[src/hw/mrsr_pkg.sv]
package mrsr_pkg;

  // register map
  localparam logic [7:0] REG_STATUS = 8'h00;
  localparam logic [7:0] REG_X_HIGH = 8'h01;
  localparam logic [7:0] REG_X_LOW = 8'h02;
  localparam logic [7:0] REG_Y_HIGH = 8'h03;
  localparam logic [7:0] REG_Y_LOW = 8'h04;
  localparam logic [7:0] REG_Z_HIGH = 8'h05;
  localparam logic [7:0] REG_Z_LOW = 8'h06;
  localparam logic [7:0] REG_PART_ID = 8'h07;
  localparam logic [7:0] REG_OP_STATE = 8'h08;
  localparam logic [7:0] PTR_STEP = 8'h01;
  localparam logic [7:0] PTR_SKIP = 8'h02;
  localparam logic [7:0] READ_ZERO = 8'h00;

  // status register fields
  localparam int BIT_ANY_OVERRUN = 7;
  localparam int BIT_OVERRUN_BASE = 4;
  localparam int BIT_ANY_READY = 3;
  localparam int BIT_READY_BASE = 0;
  localparam int NUM_AXES = 3;
  localparam int AXIS_X = 0;
  localparam int AXIS_Y = 1;
  localparam int AXIS_Z = 2;

  // operating_state codes
  localparam logic [1:0] MODE_STANDBY = 2'h0;
  localparam logic [1:0] MODE_ACTIVE_RAW = 2'h1;
  localparam logic [1:0] MODE_ACTIVE_CORR = 2'h2;
  localparam logic [5:0] MODE_PAD = 6'h00;

  // sample range limits in counts
  localparam logic signed [17:0] RAW_LIMIT = 18'sd20000;
  localparam logic signed [17:0] CORR_LIMIT = 18'sd30000;

  // i2c byte framing
  localparam logic [3:0] BITS_PER_BYTE = 4'h8;
  localparam logic [3:0] BIT_ONE = 4'h1;
  localparam logic [3:0] BIT_ZERO = 4'h0;

  typedef enum logic [8:0] {
    ST_IDLE      = 9'h001,
    ST_ADDR      = 9'h002,
    ST_ADDR_ACK  = 9'h004,
    ST_PTR       = 9'h008,
    ST_PTR_ACK   = 9'h010,
    ST_WDATA     = 9'h020,
    ST_WDATA_ACK = 9'h040,
    ST_READ      = 9'h080,
    ST_READ_ACK  = 9'h100
  } mrsr_state_t;

  // acquisition results from the measurement engine
  typedef struct packed {
    logic [NUM_AXES-1:0] done;
    logic signed [NUM_AXES-1:0][17:0] value;
  } mrsr_acq_t;

endpackage : mrsr_pkg

[src/hw/mrsr_readout.sv]
`timescale 1ns/1ps

// How it works
// - reset clears all overrun and ready flags to zero.
// - combined overrun sets when any axis sample is overwritten unread.
// - combined overrun clears once all active axes' high bytes are read.
// - z overrun sets on unread z overwrite, clears on z high read.
// - y overrun sets on unread y overwrite, clears on y high read.
// - x overrun sets on unread x overwrite, clears on x high read.
// - combined ready is high while any enabled axis has new data.
// - combined ready clears once all enabled high bytes are read or their axes are disabled in axis_enable.
// - z ready sets on z acquisition, clears on z high read.
// - y ready sets on y acquisition, clears on y high read.
// - x ready sets on x acquisition, clears on x high read.
// - samples are signed 16-bit, high byte then low byte.
// - with bypass on, samples are limited to plus or minus 20000.
// - with correction on, samples span plus or minus 30000.
// - status and six sample bytes sit at consecutive auto-increment addresses.
// - fast read makes auto-increment skip each low byte.
// - direct reads of low bytes return the copy taken at the last x high read.
// - bytes after x high refresh only when x high is read.
// - read-only identifier register holds a fixed byte.
// - operating state shows mode in two low bits, upper zero.
// - irq pin follows new data, drops when x high is read.
// - offsets subtracted by engine unless bypass is set.
// - fast read bursts from x high deliver the x, y and z high bytes in turn.
module mrsr_readout #(
  parameter logic [6:0] DEVICE_ADDR = 7'h2A, // bus address
  parameter logic [7:0] PART_ID = 8'h5A // arbitrary identifier value
) (
  input wire logic clock, // system clock
  input wire logic rst, // synchronous reset, active high
  input wire logic scl_in, // i2c clock pin level
  input wire logic sda_in, // i2c data pin level
  output logic sda_out, // i2c data drive value
  output logic sda_oe, // i2c data drive enable
  input wire mrsr_pkg::mrsr_acq_t acq, // acquisition strobes and values
  input wire logic raw_bypass, // offset subtraction bypassed
  input wire logic sample_active, // engine measuring
  input wire logic fast_read, // skip low bytes on auto-increment
  input wire logic [2:0] axis_enable, // enabled axes z,y,x
  output logic sample_irq_pin // new-data interrupt pin
);

  logic [1:0] scl_sync;
  logic [1:0] sda_sync;
  logic scl_q;
  logic sda_q;
  logic scl_rise;
  logic scl_fall;
  logic bus_start;
  logic bus_stop;

  mrsr_pkg::mrsr_state_t state;
  logic [3:0] bit_cnt;
  logic [7:0] shift;
  logic [7:0] ptr;
  logic [7:0] tx_addr;
  logic rw_bit;
  logic master_ack;
  logic [7:0] rd_byte;
  logic load_now;
  logic byte_sent;

  logic signed [15:0] live [mrsr_pkg::NUM_AXES];
  logic signed [15:0] shadow [mrsr_pkg::NUM_AXES];
  logic [2:0] ready;
  logic [2:0] overrun;
  logic [2:0] hi_read;
  logic any_overrun;
  logic any_ready;
  logic [7:0] op_state;

  function automatic logic signed [15:0] clamp_sample(
    input logic signed [17:0] v,
    input logic signed [17:0] lim
  );
    logic signed [17:0] r;
    r = v;
    // saturate instead of wrapping if the engine overshoots the range
    if (v > lim) begin
      r = lim;
    end else if (v < -lim) begin
      r = -lim;
    end
    return r[15:0];
  endfunction : clamp_sample

  function automatic logic [7:0] high_addr(input int axis);
    logic [7:0] a;
    a = mrsr_pkg::REG_X_HIGH;
    if (axis == mrsr_pkg::AXIS_Y) begin
      a = mrsr_pkg::REG_Y_HIGH;
    end else if (axis == mrsr_pkg::AXIS_Z) begin
      a = mrsr_pkg::REG_Z_HIGH;
    end
    return a;
  endfunction : high_addr

  function automatic logic [7:0] next_ptr(
    input logic [7:0] p,
    input logic skip_low
  );
    logic [7:0] n;
    // the pointer simply wraps past the top of the byte range
    n = 8'(p + mrsr_pkg::PTR_STEP);
    if (skip_low && (p == mrsr_pkg::REG_X_HIGH ||
        p == mrsr_pkg::REG_Y_HIGH || p == mrsr_pkg::REG_Z_HIGH)) begin
      n = 8'(p + mrsr_pkg::PTR_SKIP);
    end
    return n;
  endfunction : next_ptr

  function automatic logic [7:0] mode_byte(
    input logic active,
    input logic bypass
  );
    logic [1:0] code;
    code = mrsr_pkg::MODE_STANDBY;
    if (active && bypass) begin
      code = mrsr_pkg::MODE_ACTIVE_RAW;
    end else if (active) begin
      code = mrsr_pkg::MODE_ACTIVE_CORR;
    end
    return {mrsr_pkg::MODE_PAD, code};
  endfunction : mode_byte

  // pin synchronisers, idle bus reads high
  always_ff @(posedge clock) begin
    if (rst) begin
      scl_sync <= 2'h3;
      sda_sync <= 2'h3;
      scl_q <= 1'b1;
      sda_q <= 1'b1;
    end else begin
      scl_sync <= {scl_sync[0], scl_in};
      sda_sync <= {sda_sync[0], sda_in};
      scl_q <= scl_sync[1];
      sda_q <= sda_sync[1];
    end
  end

  assign scl_rise = scl_sync[1] & ~scl_q;
  assign scl_fall = ~scl_sync[1] & scl_q;
  // start and stop are data edges seen while the clock stays high
  assign bus_start = scl_sync[1] & scl_q & sda_q & ~sda_sync[1];
  assign bus_stop = scl_sync[1] & scl_q & ~sda_q & sda_sync[1];

  // byte handed to the host; flags clear on its ack clock
  assign byte_sent = (state == mrsr_pkg::ST_READ_ACK) && scl_rise;
  // next byte is fetched on the fall that ends the ack slot
  assign load_now = scl_fall && (
    ((state == mrsr_pkg::ST_ADDR_ACK) && rw_bit) ||
    ((state == mrsr_pkg::ST_READ_ACK) && master_ack));

  // decoded, not stored, so it follows axis_enable at once
  assign any_ready = |(ready & axis_enable);

  // read data multiplexer
  always_comb begin
    rd_byte = mrsr_pkg::READ_ZERO;
    case (ptr)
      mrsr_pkg::REG_STATUS: begin
        rd_byte = {any_overrun, overrun, any_ready, ready};
      end
      mrsr_pkg::REG_X_HIGH: begin
        rd_byte = live[mrsr_pkg::AXIS_X][15:8];
      end
      mrsr_pkg::REG_X_LOW: begin
        rd_byte = shadow[mrsr_pkg::AXIS_X][7:0];
      end
      mrsr_pkg::REG_Y_HIGH: begin
        rd_byte = shadow[mrsr_pkg::AXIS_Y][15:8];
      end
      mrsr_pkg::REG_Y_LOW: begin
        rd_byte = shadow[mrsr_pkg::AXIS_Y][7:0];
      end
      mrsr_pkg::REG_Z_HIGH: begin
        rd_byte = shadow[mrsr_pkg::AXIS_Z][15:8];
      end
      mrsr_pkg::REG_Z_LOW: begin
        rd_byte = shadow[mrsr_pkg::AXIS_Z][7:0];
      end
      mrsr_pkg::REG_PART_ID: begin
        rd_byte = PART_ID;
      end
      mrsr_pkg::REG_OP_STATE: begin
        rd_byte = op_state;
      end
      // unmapped addresses read as zero
      default: begin
        rd_byte = mrsr_pkg::READ_ZERO;
      end
    endcase
  end

  // i2c slave sequencer
  always_ff @(posedge clock) begin
    if (rst) begin
      state <= mrsr_pkg::ST_IDLE;
      bit_cnt <= mrsr_pkg::BIT_ZERO;
      shift <= mrsr_pkg::READ_ZERO;
      ptr <= mrsr_pkg::REG_STATUS;
      tx_addr <= mrsr_pkg::REG_STATUS;
      rw_bit <= 1'b0;
      master_ack <= 1'b0;
      sda_oe <= 1'b0;
      sda_out <= 1'b0;
    end else if (bus_start) begin
      state <= mrsr_pkg::ST_ADDR;
      bit_cnt <= mrsr_pkg::BIT_ZERO;
      sda_oe <= 1'b0;
    end else if (bus_stop) begin
      state <= mrsr_pkg::ST_IDLE;
      sda_oe <= 1'b0;
    end else begin
      case (state)
        mrsr_pkg::ST_IDLE: begin
          sda_oe <= 1'b0;
        end
        mrsr_pkg::ST_ADDR, mrsr_pkg::ST_PTR, mrsr_pkg::ST_WDATA: begin
          if (scl_rise) begin
            shift <= {shift[6:0], sda_sync[1]};
            bit_cnt <= 4'(bit_cnt + mrsr_pkg::BIT_ONE);
          end else if (scl_fall && bit_cnt == mrsr_pkg::BITS_PER_BYTE) begin
            bit_cnt <= mrsr_pkg::BIT_ZERO;
            sda_oe <= 1'b1;
            if (state == mrsr_pkg::ST_ADDR) begin
              if (shift[7:1] == DEVICE_ADDR) begin
                rw_bit <= shift[0];
                state <= mrsr_pkg::ST_ADDR_ACK;
              end else begin
                sda_oe <= 1'b0;
                state <= mrsr_pkg::ST_IDLE;
              end
            end else if (state == mrsr_pkg::ST_PTR) begin
              ptr <= shift;
              state <= mrsr_pkg::ST_PTR_ACK;
            end else begin
              // written data is acknowledged and dropped
              ptr <= next_ptr(ptr, fast_read);
              state <= mrsr_pkg::ST_WDATA_ACK;
            end
          end
        end
        mrsr_pkg::ST_ADDR_ACK, mrsr_pkg::ST_READ_ACK: begin
          // host ack sampled on the rising clock, pointer steps there
          if (state == mrsr_pkg::ST_READ_ACK && scl_rise) begin
            master_ack <= ~sda_sync[1];
            ptr <= next_ptr(ptr, fast_read);
          end else if (load_now) begin
            shift <= rd_byte;
            tx_addr <= ptr;
            sda_oe <= ~rd_byte[7];
            bit_cnt <= mrsr_pkg::BIT_ONE;
            state <= mrsr_pkg::ST_READ;
          end else if (scl_fall) begin
            sda_oe <= 1'b0;
            state <= (state == mrsr_pkg::ST_ADDR_ACK) ? mrsr_pkg::ST_PTR :
                     mrsr_pkg::ST_IDLE;
          end
        end
        mrsr_pkg::ST_PTR_ACK, mrsr_pkg::ST_WDATA_ACK: begin
          if (scl_fall) begin
            sda_oe <= 1'b0;
            state <= mrsr_pkg::ST_WDATA;
          end
        end
        mrsr_pkg::ST_READ: begin
          // bit 7 went out at load; each fall shifts out the next one
          if (scl_fall) begin
            if (bit_cnt == mrsr_pkg::BITS_PER_BYTE) begin
              sda_oe <= 1'b0;
              state <= mrsr_pkg::ST_READ_ACK;
            end else begin
              sda_oe <= ~shift[6];
              shift <= {shift[6:0], 1'b0};
              bit_cnt <= 4'(bit_cnt + mrsr_pkg::BIT_ONE);
            end
          end
        end
        default: begin
          state <= mrsr_pkg::ST_IDLE;
          sda_oe <= 1'b0;
        end
      endcase
    end
  end

  // per-axis sample capture and flags
  genvar gi;
  generate
    for (gi = 0; gi < mrsr_pkg::NUM_AXES; gi++) begin : g_axis
      assign hi_read[gi] = byte_sent && (tx_addr == high_addr(gi));

      always_ff @(posedge clock) begin
        if (rst) begin
          live[gi] <= '0;
        end else if (acq.done[gi]) begin
          // engine delivers offset-corrected values unless bypassed
          live[gi] <= clamp_sample(acq.value[gi],
            raw_bypass ? mrsr_pkg::RAW_LIMIT :
            mrsr_pkg::CORR_LIMIT);
        end
      end

      // every axis is copied as x high goes out, keeping a burst coherent
      always_ff @(posedge clock) begin
        if (rst) begin
          shadow[gi] <= '0;
        end else if (load_now && ptr == mrsr_pkg::REG_X_HIGH) begin
          shadow[gi] <= live[gi];
        end
      end

      // set wins over a clear in the same cycle
      always_ff @(posedge clock) begin
        if (rst) begin
          ready[gi] <= 1'b0;
        end else if (acq.done[gi]) begin
          ready[gi] <= 1'b1;
        end else if (hi_read[gi]) begin
          ready[gi] <= 1'b0;
        end
      end

      always_ff @(posedge clock) begin
        if (rst) begin
          overrun[gi] <= 1'b0;
        end else if (acq.done[gi] && ready[gi]) begin
          overrun[gi] <= 1'b1;
        end else if (hi_read[gi]) begin
          overrun[gi] <= 1'b0;
        end
      end
    end
  endgenerate

  // combined overrun drops with the last enabled high byte read
  always_ff @(posedge clock) begin
    if (rst) begin
      any_overrun <= 1'b0;
    end else if (|(acq.done & ready)) begin
      any_overrun <= 1'b1;
    end else if (|hi_read && !(|(ready & ~hi_read & axis_enable))) begin
      any_overrun <= 1'b0;
    end
  end

  // pin follows new data; only the x high transfer drops it
  always_ff @(posedge clock) begin
    if (rst) begin
      sample_irq_pin <= 1'b0;
    end else if (|(acq.done & axis_enable)) begin
      sample_irq_pin <= 1'b1;
    end else if (hi_read[mrsr_pkg::AXIS_X]) begin
      sample_irq_pin <= 1'b0;
    end
  end

  // mode byte follows the engine one cycle later
  always_ff @(posedge clock) begin
    if (rst) begin
      op_state <= mode_byte(1'b0, 1'b0);
    end else begin
      op_state <= mode_byte(sample_active, raw_bypass);
    end
  end

endmodule : mrsr_readout

[config.mk]
export PLATFORM = sky130hd
export DESIGN_NAME = mrsr_readout
export DESIGN_NICKNAME = d
export VERILOG_FILES = /design/src/hw/mrsr_pkg.sv /design/src/hw/mrsr_readout.sv
export SDC_FILE = /design/constraint.sdc
export NUM_CORES = 1
export LEC_CHECK = 0
export BUFFER_PORTS_ARGS = -buffer_cell sky130_fd_sc_hd__buf_4
export CORE_MARGIN = 5
export CORE_UTILIZATION = 55
export DETAILED_ROUTE_END_ITERATION = 10
export PLACE_DENSITY = 0.76
export SYNTH_ARGS = -nofsm -noshare
export SYNTH_HDL_FRONTEND = slang
export SYNTH_SLANG_ARGS = --single-unit
[constraint.sdc]
create_clock -name clock -period 4.1 [get_ports clock]
set_clock_uncertainty 0.1 [all_clocks]
set_input_delay 0.615 -clock clock [delete_from_list [all_inputs] [get_ports clock]]
set_output_delay 0.615 -clock clock [all_outputs]
set_load 0.01 [all_outputs]
-- After elaboration in Yosys (flattened, before gate mapping)
Memory sizes are Yosys's and may differ from the RTL's.
Cells that the tools add are included.
- bits in registers: 62
- latch bits: 0
- bits in writable memories: 96
- bits in read-only memories: 0
- input bits: 67
- output and inout bits: 3
- word-level logic and storage cells: 252
- memories kept: 2
- $add $sub $neg: 4
- $mul: 0
- divide/modulo/power cells: 0
- order comparisons: 6
- equal/unequal tests: 43
- shift operators: 0
- mux-type cells: 93
- bitwise logic cells: 30
- reductions and logical operators: 50
- memories (memory ; words ; bits a word ; rd ports ; clocked after Yosys merged registers in ; write ports ; line ; text):
    live ; 3 ; 16 ; 3 ; 0 ; 3 ; mrsr_readout.sv:65 ; logic signed [15:0] live [mrsr_pkg::NUM_AXES];
    shadow ; 3 ; 16 ; 3 ; 0 ; 3 ; mrsr_readout.sv:66 ; logic signed [15:0] shadow [mrsr_pkg::NUM_AXES];
- operator list (operator ; number):
    16-bit 2-to-1 mux ; 18
    8-bit 2-to-1 mux ; 11
    9-bit 2-to-1 mux ; 9
    8-bit case mux with 9 select lines ; 1
    18-bit by 16-bit > comparator with 1-bit output ; 3
    18-bit < comparator ; 3
    9-bit case mux with 5 select lines ; 1
    8-bit by 3-bit == test with 1-bit output, second input constant ; 5
    1-bit 2-to-1 mux ; 35
    4-bit 2-to-1 mux ; 7
    8-bit by 2-bit == test with 1-bit output, second input constant ; 3
    4-bit != test, second input constant ; 6
    8-bit case mux with 3 select lines ; 1
    8-bit AND reduction ; 3
    2-bit != test, second input constant ; 11
    7-bit AND reduction ; 3
    3-bit OR reduction ; 7
    15-bit negation with 18-bit output ; 1
    2-bit nonzero test ; 9
    8-bit by 1-bit == test with 1-bit output, second input constant ; 2
    8-bit case mux with 2 select lines ; 1
    3-bit bitwise AND ; 5
    1-bit logical AND ; 15
    14-bit 2-to-1 mux ; 1
    other kinds (33) ; 65

-- Longest topological paths before layout
- depth in word-level cells: 12
- mapped depth: 10
- gate-level depth less buffers: 8

-- Worst setup path before layout
OpenSTA, ideal clock, no wires.
- kind: in2reg
- from: input port raw_bypass
- to: memory live[2][11] (data pin)
- setup time: 0.270 ns
- arrival: 3.148 ns
- required time: 3.730 ns
- slack: 0.582 ns
- stages on the path: 9
- path buffers: 2
- path through: inv_1 clkbuf_1 ha_1 nor4_1 o21ai_0 a31oi_1 clkbuf_1 o21bai_1 o32ai_1
- RTL lines (item ; line ; text):
    from (decl) ; mrsr_readout.sv:38 ; input wire logic raw_bypass,
    to (decl) ; mrsr_readout.sv:65 ;

==> results.toml <==
[floorplanning]
io_pins = 70
dieArea_um2 = 17700
die_w_um = 133
coreArea_um2 = 15000
start_util_pct = 55.4
die_y_um = 133
rows = 45

[clock_tree]
clock_path_buffers = 2
holdBufCountCts = 0
cts_setup_buffers = 0
cts_buffers = 17
cts_resized = 0
cts-root-buf = "clkbuf_16"
clkSinkCount = 144
clock_latency_ns = 0.42
htree_levels = 4
clk_pin_slew_ns = 0.06
cts_tree = "yes"

[yosys]
syn_area_um2 = 8320
synth_edf_count = 88
yosysMostFrequentCell = "edfxtp_1"
ys_top_cells_by_area = "edfxtp_1, dfxtp_1, ha_1, a21oi_1, and2_1"
dominantRegCellSynth = "edfxtp_1"
syn_area_per_cell_um2 = 9.68
yosysTopAreaCellShare_pct = 31.7
synth_common_cells = "edfxtp_1, nor2_1, a21oi_1, nand2_1, dfxtp_1"
postSynthCellCount = 860
async_flop_share_pct = 0
synth_top_area_cell = "edfxtp_1"
seq_area_frac_synth_pct = 45.2
ys_types = 75
yosysWarnings = 0
synth-seq-cells = 144
synth_nets = 970

[place]
portBuffers = 68
gp_congestion = 0.928
place_hpwl_um = 14400
place_inst = 1088

[layout]
antennaDiodeCount = 0
utilization_pct = 64.1
area_growth_pct = 15.7
layout-drive-gt1-share_pct = 16.5
finalNonFillerCells = 1120
nets = 1029
nFillCells = 1240

[timing]
period_minus_slack_ns = 2.97
hold_ws_ns = 0.286
setup_tns_ns = 0
max_freq_mhz = 336
period_share_pct = 72.5
finalSetupViolations = 0
rsz0062_at_grt = "false"
final_max_slew_viol_count = 0
hold_viol_final = 0
slew_headroom_pct = 35.0
worst_pin_slew_ns = 0.974

[pwr]
leakage_nw = 3.64
powerDensity_nw_per_um2 = 375
irDropWorstVdd_uv = 294
power_mw = 3.61

[critical_path]
cp_top_family = "buffers and inverters"
endpoint_kind = "flip-flop"
arrival_ns = 3.16
path_class = "input port to flip-flop"
cp_num_buf_inv = 3
cp_common_cell = "buf_4"
crit_required_ns = 4.29
critPathLaunchType = "input port"
critical_path.cell_chain = "buf_4 > inv_1 > ha_1 > a31o_1 > a21oi_1 > nor2_1 > o41ai_2 > buf_4 > nor2b_1 > and3_1"
slowest_delay_ns = 0.45
cp_slowest_cell = "inv_1"
cp_max_fo = 19

[global_routing]
antenna_found_initial = 0
grt-ovfl-total = 0
grt_use_total_pct = 22.4
grt_first_pass_wirelength_um = 31900
first_global_vias = 6314
grt_max_degree = 61

[routing]
via_count = 6863
drc_errors = 0
wl_per_cell_um = 17.8
drt-pass1-iter-count = 7
vias_per_cell = 6.13
drt_iter0_drc = 646
wl_um = 19900
final_antenna_net_count = 0

[worst_hold_path]
holdCritPathClass = "input port to flip-flop"

[flow_run]
max_cap_violations = 0

[run_status]
status = "finished, final reports clean"
## sequential cells by signal, summed over array words and instances (netlist names)
signal / cells
sda_sync: 2
sda_oe: 1
sda_q: 1
live: 48
scl_q: 1
bit_cnt: 4
rw_bit: 1
scl_sync: 2
ptr: 8
shift: 8
sample_irq_pin: 1
tx_addr: 8
ready: 3
shadow: 40
state: 9
master_ack: 1
op_state: 2
any_overrun: 1
overrun: 3
## layout make-up
class | instances | area [µm²] | share of cell area (%)
Clock inverter | 12 | 184 | 1.91
Clock buffer | 20 | 447 | 4.64
Multi-Input combinational cell | 652 | 4310 | 44.8
Sequential cell | 144 | 3760 | 39.1
Timing Repair Buffer | 80 | 601 | 6.24
Inverter | 24 | 90.1 | 0.935
Tap cell | 188 | 235 | 2.44
## worst reg2reg max path, delay by kind of cell, from the launching register on
kind	cells	cell delay, ns
and+or+nand+nor	4	2.10
DFF	1	0.37
## worst paths after layout
check,startpoint,cells past startpoint,end,slack (ns)
worst max-delay path,raw_bypass,10,live[0][1]$_SDFFCE_PN0P_,1.13
worst min-delay path,scl_in,2,scl_sync[0]$_SDFF_PP1_,0.29
worst max register to register,ptr[4]$_SDFFE_PP0P_,4,shadow[1][1]$_SDFFCE_PN0P_,1.14
worst min register to register,sda_sync[0]$_SDFF_PP1_,1,sda_sync[1]$_SDFF_PP1_,0.31
## per-layer routing
| metal | wire length (µm) | global-route usage, % | up-vias |
|---|---|---|---|
| li1 | - | - | 3345 |
| met2 | 9440 | 35.8 | 257 |
| met1 | 8760 | 30.1 | 3221 |
| met4 | 586 | 9.18 | 0 |
| met3 | 1150 | 4.18 | 40 |
| met5 | 0 | 0 | - |
## metrics by stage
stage	setup WS (ns)	area (µm²)
2_1_floorplan	0.582	8320
3_3_place_gp	0.811	9000
3_5_place_dp	0.750	9000
4_1_cts	1.13	9630
5_1_grt	0.779	9630
6_report	1.13	9630
## where the power goes
part | internal [mW] | switching, mW
sequential | 1.61 | 0.0301
clock | 1.04 | 0.595
combinational | 0.144 | 0.192
## cells in the final DEF, fill, tap and decap left out, types with 12 or more instances in the layout
cell type	n
a21oi_1	65
mux2i_1	14
nor3_1	18
and3_1	13
nor4_1	12
mux2_2	12
a221oi_1	12
nand3_1	20
nand2b_1	22
or2_2	14
nor2_1	69
edfxtp_1	88
dfxtp_1	56
clkbuf_16	17
a211oi_1	20
nand2_1	65
o21ai_0	39
inv_1	24
and2_1	48
buf_4	80
ha_1	43
## kinds of logic (layout without fill, tap and decap cells)
family	count (synthesis)	count (layout)	synth area share, %
AO/OA/AOI/OAI	236	236	19.2
XOR/XNOR	4	4	0.421
adder cells (fa/ha/maj)	43	43	6.46
buffers and inverters	64	136	3.11
flip-flops	144	144	45.2
multiplexers	26	26	3.31
other	1	1	0.0450
AND/OR/NAND/NOR	342	342	22.3
No activity file was read; power rests on OpenSTA's default activity.
